==> config.mk <==
export PLATFORM = sky130hd
export DESIGN_NAME = lift_drive_sequencer_flat
export DESIGN_NICKNAME = d
export VERILOG_FILES = /design/src/include/lift_qs_pkg.sv /design/src/include/lift_link_if.sv /design/src/verilog/lift_drive_sequencer.sv /design/src/flat_wrapper.sv
export VERILOG_INCLUDE_DIRS = /design/src /design/src/include
export SDC_FILE = /design/constraint.sdc
export NUM_CORES = 1
export LEC_CHECK = 0
export BUFFER_PORTS_ARGS = -buffer_cell sky130_fd_sc_hd__buf_2
export CORE_ASPECT_RATIO = 0.6
export CORE_MARGIN = 4
export CORE_UTILIZATION = 42
export DETAILED_ROUTE_END_ITERATION = 12
export GPL_ROUTABILITY_DRIVEN = 0
export PLACE_DENSITY = 0.81
export RECOVER_POWER = 50
export SLEW_MARGIN = 40
export SYNTH_ARGS = -nofsm -noshare
export SYNTH_HDL_FRONTEND = slang
export SYNTH_SLANG_ARGS = --single-unit
==> constraint.sdc <==
create_clock -name clk_sys -period 1.7 [get_ports clk_sys]
set_input_delay 0.51 -clock clk_sys [delete_from_list [all_inputs] [get_ports clk_sys]]
set_output_delay 0.51 -clock clk_sys [all_outputs]
set_load 0.005 [all_outputs]
==> src/include/lift_qs_defines.svh <==
// Purpose: timing counts, fault codes and serial bit positions for the quick-start sequencer
// Assumes: clk_sys at 50 MHz
// Notes: counts derive from times in their own units
`ifndef LIFT_QS_DEFINES_SVH
`define LIFT_QS_DEFINES_SVH

`define CLK_MHZ 50
`define HOLD_LIMIT_S 20
`define HOLD_LIMIT_CYC (`HOLD_LIMIT_S * 1000000 * `CLK_MHZ)
`define SPEED_DEADLINE_MS 150
`define SPEED_DEADLINE_CYC (`SPEED_DEADLINE_MS * 1000 * `CLK_MHZ)
`define CREEP_LIMIT_MM 16'sh0007
`define LEVEL_SLOW_MM 16'h0064
`define DIST_W 16
`define CNT_W 32
// fault codes
`define FLT_NONE 2'h0
`define FLT_TIMEOUT 2'h1
`define FLT_IN_TRAVEL 2'h2
`define FLT_CREEP 2'h3
// serial command bit positions
`define CMD_ZERO_RPM 0
`define CMD_INTERMEDIATE 1
`define CMD_FAST 2
`define CMD_TRAVEL 3
`define CMD_OFF_SWITCH 4
`define CMD_TRAVEL_SPEED 5
`define CMD_DIRECTION 6
`define CMD_W 7
// serial status bit positions
`define STAT_TRAVEL_ACTIVE 0
`define STAT_BRAKE 1
`define STAT_W 2
// register map
`define REG_STATUS 4'h0
`define REG_MASK 4'h1
`define REG_STATE 4'h2

`endif

==> src/include/lift_qs_pkg.sv <==
// Purpose: shared types of the quick-start sequencer
// Assumes: nothing
// Notes: states are gray along idle-hold-travel path
package lift_qs_pkg;
    typedef enum logic [2:0] {
        ST_IDLE = 3'h0,
        ST_HOLD = 3'h1,
        ST_TRAVEL = 3'h3,
        ST_READJ = 3'h2,
        ST_FAULT = 3'h6
    } drive_state_t;
    typedef enum logic [2:0] {
        SPD_ZERO = 3'h0,
        SPD_POSITION = 3'h1,
        SPD_INTERMEDIATE = 3'h2,
        SPD_HIGH = 3'h3,
        SPD_READJ = 3'h4,
        SPD_LEVEL_SLOW = 3'h5
    } speed_sel_t;
endpackage : lift_qs_pkg

==> src/include/lift_link_if.sv <==
// Purpose: discrete and serial signals between lift control and drive
// Assumes: one clock domain
// Notes: serial frame is modelled as parallel command and status words
`timescale 1ns/1ps
`default_nettype none
`include "lift_qs_defines.svh"
interface lift_link_if;
    logic controller_enable_in;
    logic direction_up_in;
    logic direction_down_in;
    logic hold_zero_in;
    logic positioning_speed_in;
    logic intermediate_speed_in;
    logic high_speed_in;
    logic readjust_speed_in;
    logic serial_mode;
    logic [`CMD_W-1:0] cmd_bits;
    logic [`DIST_W-1:0] residual_distance;
    logic controller_ready_out;
    logic brake_release_out;
    logic [`STAT_W-1:0] stat_bits;
    logic safe_torque_off_inputs;
    modport drive (
        input controller_enable_in, direction_up_in, direction_down_in, hold_zero_in,
        input positioning_speed_in, intermediate_speed_in, high_speed_in, readjust_speed_in,
        input serial_mode, cmd_bits, residual_distance, safe_torque_off_inputs,
        output controller_ready_out, brake_release_out, stat_bits
    );
    modport control (
        output controller_enable_in, direction_up_in, direction_down_in, hold_zero_in,
        output positioning_speed_in, intermediate_speed_in, high_speed_in, readjust_speed_in,
        output serial_mode, cmd_bits, residual_distance, safe_torque_off_inputs,
        input controller_ready_out, brake_release_out, stat_bits
    );
endinterface : lift_link_if
`default_nettype wire

==> src/verilog/lift_drive_sequencer.sv <==
// Purpose: drive end: quick-start hold, brake/ready outputs, faults, speed priority
// Assumes: inputs synchronous to clk_sys; motor travel in signed mm from encoder
// Notes: speed selection only; ramps and current control are elsewhere
`timescale 1ns/1ps
`default_nettype none
`include "lift_qs_defines.svh"
module lift_drive_sequencer #(
    parameter logic [`CNT_W-1:0] HOLD_LIMIT = `HOLD_LIMIT_CYC
) (
    // clock and reset
    input wire logic clk_sys,
    input wire logic srst,
    // link to lift control
    lift_link_if.drive link,
    // drive internals
    input wire logic door_closing_in,
    input wire logic signed [`DIST_W-1:0] motor_travel_mm,
    input wire logic position_mode_in,
    input wire logic absolute_feedback_in,
    input wire logic leveling_approach_setting,
    input wire logic fault_clear,
    output logic [2:0] speed_select,
    output logic direct_leveling_active,
    output logic encoder_supervision_start,
    output logic [1:0] fault_code,
    // status registers
    input wire logic [3:0] reg_addr,
    input wire logic [31:0] reg_wdata,
    input wire logic reg_wr,
    input wire logic reg_rd,
    output logic [31:0] reg_rdata,
    output logic irq
);
    ////////////////////////////////////////////////////////////////////////////
    // merge discrete and serial commands
    wire logic ser = link.serial_mode;
    wire logic zero_req = ser ? link.cmd_bits[`CMD_ZERO_RPM] : link.hold_zero_in;
    wire logic dir_req = ser ? link.cmd_bits[`CMD_TRAVEL] :
        (link.direction_up_in | link.direction_down_in);
    wire logic en_req = ser ? link.cmd_bits[`CMD_OFF_SWITCH] : link.controller_enable_in;
    wire logic speed_any = ser ?
        (link.cmd_bits[`CMD_TRAVEL_SPEED] &
         (link.cmd_bits[`CMD_INTERMEDIATE] | link.cmd_bits[`CMD_FAST])) :
        (link.positioning_speed_in | link.intermediate_speed_in | link.high_speed_in);
    wire logic readj_ok = en_req & link.readjust_speed_in & dir_req;
    wire logic level_ok = ser & position_mode_in & absolute_feedback_in;
    wire logic creep_bad = (motor_travel_mm > `CREEP_LIMIT_MM) ||
        (motor_travel_mm < -`CREEP_LIMIT_MM);

    lift_qs_pkg::drive_state_t state_reg, state_next;
    logic [`CNT_W-1:0] hold_cnt_reg;
    logic [1:0] fault_reg;
    logic [2:0] sts_reg;
    logic [2:0] mask_reg;

    wire logic hold_timeout = (state_reg == lift_qs_pkg::ST_HOLD) && (hold_cnt_reg >= HOLD_LIMIT);
    wire logic in_travel_err = (state_reg == lift_qs_pkg::ST_TRAVEL) && zero_req;
    wire logic creep_err = (state_reg == lift_qs_pkg::ST_HOLD) && creep_bad;
    wire logic any_err = hold_timeout | in_travel_err | creep_err;

    ////////////////////////////////////////////////////////////////////////////
    // sequence
    always_comb begin
        state_next = state_reg;
        unique case (state_reg)
            lift_qs_pkg::ST_IDLE: begin
                if (readj_ok) state_next = lift_qs_pkg::ST_READJ;
                else if (en_req & dir_req & zero_req & door_closing_in)
                    state_next = lift_qs_pkg::ST_HOLD;
                else if (en_req & dir_req & speed_any) state_next = lift_qs_pkg::ST_TRAVEL;
            end
            lift_qs_pkg::ST_HOLD: begin
                if (any_err) state_next = lift_qs_pkg::ST_FAULT;
                else if (!en_req | !dir_req) state_next = lift_qs_pkg::ST_IDLE;
                else if (!zero_req) state_next = lift_qs_pkg::ST_TRAVEL;
            end
            lift_qs_pkg::ST_TRAVEL: begin
                if (any_err) state_next = lift_qs_pkg::ST_FAULT;
                else if (readj_ok) state_next = lift_qs_pkg::ST_READJ;
                else if (!en_req | !dir_req) state_next = lift_qs_pkg::ST_IDLE;
            end
            lift_qs_pkg::ST_READJ: begin
                if (!readj_ok) state_next = lift_qs_pkg::ST_IDLE;
            end
            lift_qs_pkg::ST_FAULT: begin
                if (fault_clear) state_next = lift_qs_pkg::ST_IDLE;
            end
            default: state_next = lift_qs_pkg::ST_IDLE;
        endcase
    end

    wire logic [1:0] fault_new = hold_timeout ? `FLT_TIMEOUT :
        in_travel_err ? `FLT_IN_TRAVEL : creep_err ? `FLT_CREEP : `FLT_NONE;

    always_ff @(posedge clk_sys) begin
        if (srst) begin
            state_reg <= lift_qs_pkg::ST_IDLE;
            hold_cnt_reg <= '0;
            fault_reg <= `FLT_NONE;
        end else begin
            state_reg <= state_next;
            hold_cnt_reg <= (state_reg == lift_qs_pkg::ST_HOLD) ? hold_cnt_reg + 1'b1 : '0;
            if (state_reg != lift_qs_pkg::ST_FAULT && any_err) fault_reg <= fault_new;
            else if (state_reg == lift_qs_pkg::ST_FAULT && fault_clear) fault_reg <= `FLT_NONE;
        end
    end

    ////////////////////////////////////////////////////////////////////////////
    // outputs and speed selection
    wire logic run = (state_reg == lift_qs_pkg::ST_HOLD) ||
        (state_reg == lift_qs_pkg::ST_TRAVEL) || (state_reg == lift_qs_pkg::ST_READJ);
    // brake opens in the same cycle as ready while safe_torque_off_inputs is set; energizing is the ready output itself
    wire logic brake_on = run & link.safe_torque_off_inputs;
    logic [2:0] spd_next;
    logic ready_reg, brake_reg, lvl_reg, sup_reg;
    logic [2:0] spd_reg;

    // slowing starts early only when the approach setting asks for it
    wire logic near_stop = link.residual_distance < `LEVEL_SLOW_MM;
    always_comb begin
        spd_next = lift_qs_pkg::SPD_ZERO;
        if (state_reg == lift_qs_pkg::ST_READJ) spd_next = lift_qs_pkg::SPD_READJ;
        else if (state_reg == lift_qs_pkg::ST_TRAVEL) begin
            if (level_ok && leveling_approach_setting && near_stop)
                spd_next = lift_qs_pkg::SPD_LEVEL_SLOW;
            else if (ser ? link.cmd_bits[`CMD_FAST] : link.high_speed_in)
                spd_next = lift_qs_pkg::SPD_HIGH;
            else if (ser ? link.cmd_bits[`CMD_INTERMEDIATE] : link.intermediate_speed_in)
                spd_next = lift_qs_pkg::SPD_INTERMEDIATE;
            else spd_next = lift_qs_pkg::SPD_POSITION;
        end
    end

    always_ff @(posedge clk_sys) begin
        if (srst) begin
            ready_reg <= 1'b0;
            brake_reg <= 1'b0;
            spd_reg <= 3'h0;
            lvl_reg <= 1'b0;
            sup_reg <= 1'b0;
        end else begin
            ready_reg <= run & (state_next != lift_qs_pkg::ST_FAULT);
            brake_reg <= brake_on & (state_next != lift_qs_pkg::ST_FAULT);
            spd_reg <= spd_next;
            lvl_reg <= level_ok & (state_reg == lift_qs_pkg::ST_TRAVEL);
            sup_reg <= ~zero_req & (state_reg == lift_qs_pkg::ST_HOLD);
        end
    end

    assign link.controller_ready_out = ready_reg;
    assign link.brake_release_out = brake_reg;
    assign link.stat_bits[`STAT_TRAVEL_ACTIVE] = ready_reg;
    assign link.stat_bits[`STAT_BRAKE] = brake_reg;
    assign speed_select = spd_reg;
    assign direct_leveling_active = lvl_reg;
    assign encoder_supervision_start = sup_reg;
    assign fault_code = fault_reg;

    ////////////////////////////////////////////////////////////////////////////
    // status/mask registers: bit0 timeout, bit1 in-travel, bit2 creep
    wire logic [2:0] evt = {creep_err, in_travel_err, hold_timeout} &
        {3{state_reg != lift_qs_pkg::ST_FAULT}};
    wire logic wr_sts = reg_wr && (reg_addr == `REG_STATUS);
    wire logic wr_msk = reg_wr && (reg_addr == `REG_MASK);
    wire logic [31:0] rd_mux = (reg_addr == `REG_STATUS) ? {29'h0, sts_reg} :
        (reg_addr == `REG_MASK) ? {29'h0, mask_reg} :
        (reg_addr == `REG_STATE) ? {27'h0, fault_reg, state_reg} : 32'h0;

    always_ff @(posedge clk_sys) begin
        if (srst) begin
            sts_reg <= 3'h0;
            mask_reg <= 3'h0;
            reg_rdata <= 32'h0;
        end else begin
            // set wins over a simultaneous write-one clear
            sts_reg <= (sts_reg & ~(wr_sts ? reg_wdata[2:0] : 3'h0)) | evt;
            if (wr_msk) mask_reg <= reg_wdata[2:0];
            reg_rdata <= reg_rd ? rd_mux : 32'h0;
        end
    end
    assign irq = |(sts_reg & ~mask_reg);
endmodule : lift_drive_sequencer
`default_nettype wire

==> src/flat_wrapper.sv <==
// flat-port wrapper written by rule: the top's interface ports become plain ports
module lift_drive_sequencer_flat 
#(
    parameter logic [`CNT_W-1:0] HOLD_LIMIT = `HOLD_LIMIT_CYC
)
  (clk_sys, srst, door_closing_in, motor_travel_mm, position_mode_in, absolute_feedback_in, leveling_approach_setting, fault_clear, speed_select, direct_leveling_active, encoder_supervision_start, fault_code, reg_addr, reg_wdata, reg_wr, reg_rd, reg_rdata, irq, link_controller_enable_in, link_direction_up_in, link_direction_down_in, link_hold_zero_in, link_positioning_speed_in, link_intermediate_speed_in, link_high_speed_in, link_readjust_speed_in, link_serial_mode, link_cmd_bits, link_residual_distance, link_safe_torque_off_inputs, link_controller_ready_out, link_brake_release_out, link_stat_bits);
  lift_link_if link_i ();
  input wire logic clk_sys;
  input wire logic srst;
  input wire logic door_closing_in;
  input wire logic signed [`DIST_W-1:0] motor_travel_mm;
  input wire logic position_mode_in;
  input wire logic absolute_feedback_in;
  input wire logic leveling_approach_setting;
  input wire logic fault_clear;
  output logic [2:0] speed_select;
  output logic direct_leveling_active;
  output logic encoder_supervision_start;
  output logic [1:0] fault_code;
  input wire logic [3:0] reg_addr;
  input wire logic [31:0] reg_wdata;
  input wire logic reg_wr;
  input wire logic reg_rd;
  output logic [31:0] reg_rdata;
  output logic irq;
  input wire logic [$bits(link_i.controller_enable_in)-1:0] link_controller_enable_in;
  input wire logic [$bits(link_i.direction_up_in)-1:0] link_direction_up_in;
  input wire logic [$bits(link_i.direction_down_in)-1:0] link_direction_down_in;
  input wire logic [$bits(link_i.hold_zero_in)-1:0] link_hold_zero_in;
  input wire logic [$bits(link_i.positioning_speed_in)-1:0] link_positioning_speed_in;
  input wire logic [$bits(link_i.intermediate_speed_in)-1:0] link_intermediate_speed_in;
  input wire logic [$bits(link_i.high_speed_in)-1:0] link_high_speed_in;
  input wire logic [$bits(link_i.readjust_speed_in)-1:0] link_readjust_speed_in;
  input wire logic [$bits(link_i.serial_mode)-1:0] link_serial_mode;
  input wire logic [$bits(link_i.cmd_bits)-1:0] link_cmd_bits;
  input wire logic [$bits(link_i.residual_distance)-1:0] link_residual_distance;
  input wire logic [$bits(link_i.safe_torque_off_inputs)-1:0] link_safe_torque_off_inputs;
  output wire logic [$bits(link_i.controller_ready_out)-1:0] link_controller_ready_out;
  output wire logic [$bits(link_i.brake_release_out)-1:0] link_brake_release_out;
  output wire logic [$bits(link_i.stat_bits)-1:0] link_stat_bits;
  assign link_i.controller_enable_in = link_controller_enable_in;
  assign link_i.direction_up_in = link_direction_up_in;
  assign link_i.direction_down_in = link_direction_down_in;
  assign link_i.hold_zero_in = link_hold_zero_in;
  assign link_i.positioning_speed_in = link_positioning_speed_in;
  assign link_i.intermediate_speed_in = link_intermediate_speed_in;
  assign link_i.high_speed_in = link_high_speed_in;
  assign link_i.readjust_speed_in = link_readjust_speed_in;
  assign link_i.serial_mode = link_serial_mode;
  assign link_i.cmd_bits = link_cmd_bits;
  assign link_i.residual_distance = link_residual_distance;
  assign link_i.safe_torque_off_inputs = link_safe_torque_off_inputs;
  assign link_controller_ready_out = link_i.controller_ready_out;
  assign link_brake_release_out = link_i.brake_release_out;
  assign link_stat_bits = link_i.stat_bits;
  lift_drive_sequencer #(.HOLD_LIMIT(HOLD_LIMIT)) u_core (.clk_sys(clk_sys), .srst(srst), .link(link_i), .door_closing_in(door_closing_in), .motor_travel_mm(motor_travel_mm), .position_mode_in(position_mode_in), .absolute_feedback_in(absolute_feedback_in), .leveling_approach_setting(leveling_approach_setting), .fault_clear(fault_clear), .speed_select(speed_select), .direct_leveling_active(direct_leveling_active), .encoder_supervision_start(encoder_supervision_start), .fault_code(fault_code), .reg_addr(reg_addr), .reg_wdata(reg_wdata), .reg_wr(reg_wr), .reg_rd(reg_rd), .reg_rdata(reg_rdata), .irq(irq));
endmodule
==> results of run 1 <==
layout by cell type (no fill, tap or decap), types with 7 or more instances in the layout:
| cell | count |
|---|---|
| a21oi_1 | 16 |
| nand4_1 | 11 |
| and3_1 | 7 |
| nand3_2 | 7 |
| dfxtp_1 | 44 |
| buf_4 | 62 |
| inv_1 | 11 |
| nor2_1 | 44 |
| nor4_1 | 7 |
| buf_2 | 72 |
| dfxtp_2 | 7 |
| nand3_1 | 14 |
| xnor2_1 | 9 |
| xor2_1 | 14 |
| clkbuf_1 | 7 |
| nand2_1 | 23 |
| conb_1 | 27 |
logic make-up (layout without fill, tap and decap cells):
group,Yosys count,count (layout),share of synthesized area (%)
AOI/OAI and AO/OA,43,43,9.52
xor gates and xnor gates,27,27,8.40
adders and majority gates,2,2,0.889
buffers and inverters,51,163,10.7
DFF,55,55,39.1
muxes,6,6,2.18
other,1,27,0.133
and+or+nand+nor,152,152,29.0
path summary, 6_finish.rpt:
check	from	to	slack (ns)	cells after the start
worst min-delay path	link_safe_torque_off_inputs	u_core.link.brake_release_out	0.44	2
worst min register to register	u_core.sts_reg[2]	u_core.sts_reg[2]	0.47	2
worst max register to register	u_core.hold_cnt_reg[0]	u_core.hold_cnt_reg[28]	-0.11	7
worst max-delay path	u_core.hold_cnt_reg[0]	u_core.hold_cnt_reg[28]	-0.11	7
power by group:
| part | total [uW] | switching (uW) | internal, uW |
|---|---|---|---|
| Combinational | 309 | 164 | 145 |
| Sequential | 1320 | 11.9 | 1300 |
| Clock | 706 | 423 | 283 |
routing by layer:
metal / routed length (um) / up-vias
met5: 0 / -
met3: 556 / 19
li1: - / 1396
met4: 142 / 0
met2: 3690 / 106
met1: 3410 / 1273
repair_timing:
item	in CTS	in global routing
setup buffers	5	4
endpoints found under the setup margin	17	23
pin swaps	9	18
gates resized for setup	14	22
stage by stage:
step                setup WS, ns  power, uW  hold WS (ns)  cell area [um^2]
finish                    -0.111       2330         0.438              3910
global route              -0.174       2440         0.430              3910
CTS                      -0.0810       2350         0.432              3810
detailed placement        -0.215       1650         0.465              3630
global placement          -0.192       1630         0.447              3630
floorplan                -0.0807       1530         0.436              2980
layout make-up:
class,count,area (um^2),area share (%)
Tap cell,84,105,2.69
Inverter,12,45.0,1.15
Timing Repair Buffer,143,871,22.3
Multi-Input combinational cell,257,1680,43.0
Clock buffer,5,68.8,1.76
Sequential cell,55,1120,28.7
Clock inverter,3,15.0,0.384
==> qor.yml, run 1 <==
yosys.cell_types.count: 54
final.setup.worst_slack_ns: -0.111
worstSkewPairLatency_ns: 0.31
netlist_top_cells_count: "55 x dfxtp_1, 46 x nor2_1, 29 x buf_4"
synth_cells: 337
chipWidth_um: 114
grt-ovfl-total: 0
busiest_layer: "met2"
ys_seq_elements: 55
slowest_stage: "or4_4"
area_growth_pct: 39.0
synth_seq_area_share_pct: 39.1
max_stage_delay_ns: 0.48
synth-edff-count: 0
hold_buffers: 0
crit_chain: "ha_4 -> nand3_2 -> or4_4 -> nor3_4 -> nand4_1 -> xor2_1 -> nor2_1"
max_freq_ghz: 0.552
hpwl_mm: 5.89
yosysMostFrequentCell: "dfxtp_1"
die_h_um: 71.4
die_area_um2: 8120
clock_skew_ns: 0.00964
setup_viol: 9
start_util_pct: 44.6
n_fill_cell: 512
post-route-period-util_pct: 107
final_nets: 570
htree_levels: 2
cts_tree: "yes"
synth-async-reset-ratio_pct: 0
diodes: 0
placementRows: 22
start_kind: "flop"
synthFlopType: "dfxtp_1"
io_pins: 138
netlist.area_leader.share_pct: 39.1
grt_use_total_pct: 17.9
via_per_inst: 5.00
worstMarginPinSlew_ns: 0.536
grt_pass1_wl_mm: 12.0
synthTopCellsByArea: "dfxtp_1 39%, buf_4 7.7%, nor2_1 6.1%, xor2_1 5.0%, nand3_1 3.7%"
root_buffer: "clkbuf_8"
met1_usage_pct: 24.0
dp.cells: 542
fin_setup_tns_ns: -0.568
drt_wl_total_mm: 7.79
drt-pass1-iter-count: 4
failed_checks: "setup timing"
cp_max_fo: 4
grt_max_degree: 20
ir_drop_mv: 0.325
grt_pass1_vias: 2647
required_ns: 1.91
core_um2: 6300
post-route-util_pct: 62.1
finalHoldViolCount: 0
endpoint_kind: "flop"
cp.arrival_ns: 2.02
crit_type: "flop to flop"
p_leak_uw: 0.00167
io_buffers: 78
synth_top_cell_by_area: "dfxtp_1"
grtUsageMet3_pct: 4.56
syn_area_um2: 2810
powerDensity_nw_per_um2: 596
post-route-drc-count: 0
drive_above_1_share_pct: 40.0
grt_use_met2_pct: 28.1
yosys_warnings: 0
critPathBufInv: 0
drv_slew: 0
ant_nets: 0
fin_crit_ns: 1.81
numCtsBuffers: 5
drv_cap: 0
crit_family: "simple AND/OR/NAND/NOR gates"
slew_headroom_pct: 63.8
rsz0062_at_grt: "true"
largest_reg_flops: 32
ctsLongestPathBuffers: 2
outcome: "finished with violations"
syn_avg_cell_area_um2: 8.35
routed-via-count: 2794
first_iter_violations: 137
stdcell_count: 559
clock_sinks: 55
hp-class: "primary input to flop"
antenna_found_initial: 0
cts.clk_slew.worst_paths_ns: 0.10
post_drt_wl_per_cell_um: 13.9
Note: power is estimated with default switching activity, not from simulation.
==> run 2, diff against run 1 <==
ABC_AREA = 1   (was default)
CORE_UTILIZATION = 44   (was 42)
==> qor.yml, run 2 <==
outcome: "complete, no violations"
post-route-period-util_pct: 96.0
post-route-util_pct: 55.6
cts_tree: "yes"
finalHoldViolCount: 0
rsz0062_at_grt: "true"
drt_wl_total_mm: 9.09
final_common_cell: "nand2_1"
hp-class: "primary input to flop"
placementRows: 24
synth-async-reset-ratio_pct: 0
netlist.area_leader.share_pct: 33.3
seqPwrFrac_pct: 49.6
first_iter_violations: 390
synth_top_cell_by_area: "dfxtp_1"
max_freq_ghz: 0.612
clkPwrFrac_pct: 39.7
grt_pass1_vias: 2955
drv_slew: 0
setup_viol: 0
netlist_top_cells_count: "108 x nand2_1, 69 x nor2_1, 65 x inv_1"
synth_cells: 500
start_util_pct: 45.5
worstSkewPairLatency_ns: 0.30
clock_sinks: 55
grt-ovfl-total: 0
synth_seq_area_share_pct: 33.3
numCtsBuffers: 5
io_pins: 138
hpwl_mm: 7.19
power.total_uw: 2670
antenna_found_initial: 0
start_kind: "flop"
htree_levels: 2
register_area_um2: 1110
via_per_inst: 5.02
largest_reg_flops: 32
post_drt_wl_per_cell_um: 12.9
layout_common_cells: "108 x nand2_1, 67 x buf_2, 66 x nor2_1"
p_sw_share_pct: 25.7
diodes: 0
grt_max_degree: 26
hold_buffers: 0
powerDensity_nw_per_um2: 661
n_fill_cell: 714
yosys.cell_types.count: 40
root_buffer: "clkbuf_16"
pwr-share-comb_pct: 10.7
yosysMostFrequentCell: "nand2_1"
synthFlopType: "dfxtp_1"
p_leak_uw: 0.00163
design_area_um2: 4040
drive_above_1_share_pct: 23.1
slowest_stage: "dfxtp_2"
final_nets: 693
io_buffers: 78
syn_area_um2: 3300
clock_skew_ns: 0.00483
cts.clk_slew.worst_paths_ns: 0.07
p_int_uw: 1980
grt_use_total_pct: 19.2
cp_max_fo: 7
crit_chain: "nand2_1 -> inv_1 -> nand3_1 -> nor3_1 -> nand4_1 -> or2_0 -> a21oi_1"
place_area_um2: 3810
multi_input_area_um2: 1870
ir_drop_mv: 0.390
crit_type: "flop to flop"
max_stage_delay_ns: 0.39
die_h_um: 75.1
ys_seq_elements: 55
core_um2: 7270
endpoint_kind: "flop"
synth-edff-count: 0
post-route-drc-count: 0
required_ns: 1.93
ant_nets: 0
die_area_um2: 9000
yosys_warnings: 0
ctsLongestPathBuffers: 2
synthTopCellsByArea: "dfxtp_1 33%, nand2_1 12%, nor2_1 7.8%, inv_1 7.4%, buf_4 6.8%"
drv_cap: 0
chipWidth_um: 120
power_switching_uw: 687
cp.arrival_ns: 1.86
routed-via-count: 3522
drt-pass1-iter-count: 5
area_growth_pct: 22.3
fin_crit_ns: 1.63
syn_avg_cell_area_um2: 6.61
grt_pass1_wl_mm: 13.9
## run 2: cell count changes after synthesis, moves of 7 or more
cell,previous run,this run
o21ai_0,9,16
nand2_1,23,108
a21oi_1,17,32
inv_1,11,65
nor2_1,46,69
and3_1,7,0
nor3_1,6,20
xor2_1,16,3
xnor2_1,11,0
clkbuf_1,9,1
## run 2: kinds of logic (layout without fill, tap and decap cells)
kind of cell    Yosys count  after routing  synth area share (%)
simple gates            275            275                  39.9
mux                       1              1                 0.303
other cells               1             27                 0.114
buf+inv                 105            177                  15.4
fa+ha+maj                 2              2                 0.757
xor+xnor                  3              3                 0.796
compound gates           58             58                  9.36
flops                    55             55                  33.3
## run 2: final timing paths
check	to	start	slack [ns]	cells past startpoint
min	u_core.link.brake_release_out	link_safe_torque_off_inputs	0.42	3
max reg2reg	u_core.hold_cnt_reg[28]	u_core.hold_cnt_reg[23]	0.07	7
max	u_core.hold_cnt_reg[28]	u_core.hold_cnt_reg[23]	0.07	7
min reg2reg	u_core.reg_rdata[3]	u_core.fault_code[0]	0.46	2
## run 2: stage by stage
stage	cells	worst slack (ns)	setup TNS (ns)	hold slack, ns
5_1_grt	702	-0.0468	-0.110	0.444
3_5_place_dp	692	-0.140	-0.611	0.451
4_1_cts	700	0.0139	0	0.425
3_3_place_gp	692	-0.0693	-0.273	0.438
6_report	702	0.0673	0	0.423
2_1_floorplan	526	0.147	0	0.438
## run 2: power by group through the flow
stage	sequential [uW]	combinational, uW	clock, uW
after floorplan	1350	179	0
after global placement	1350	269	0
after detailed placement	1350	279	0
after CTS	1320	282	1080
after global routing	1330	320	1120
final	1320	286	1060
## run 2: routing by layer
layer  part of all wire, %  vias to the layer above  track usage [%]  routed length (um)
li1                      -                     1756                -                   -
met1                    46                     1580             28.9                4220
met2                    43                      168             28.4                3870
met3                   9.7                       18             3.68                 883
met4                   1.3                        0             4.19                 115
met5                     0                        -                0                   0
## run 2: layout make-up
type / instances / area share [%]
repair buffers: 97 / 12.8
well taps: 104 / 3.22
clock buffers: 5 / 3.10
clock inverters: 3 / 0.619
flip-flops and latches: 55 / 27.4
multi-input cells: 366 / 46.2
inverters: 72 / 6.69
## run 2: timing repair
item | 4_1_cts | 5_1_grt
pin swaps | 0 | 3
endpoints found under the setup margin | 1 | 18
buffers inserted | 0 | 2
resized for setup | 1 | 22
## run 2: worst max-delay path: cells and delay by family (launching register included)
kind	cells	cell delay, ns
buf+inv	1	0.09
flops	1	0.39
compound gates	1	0.11
simple gates	5	0.97
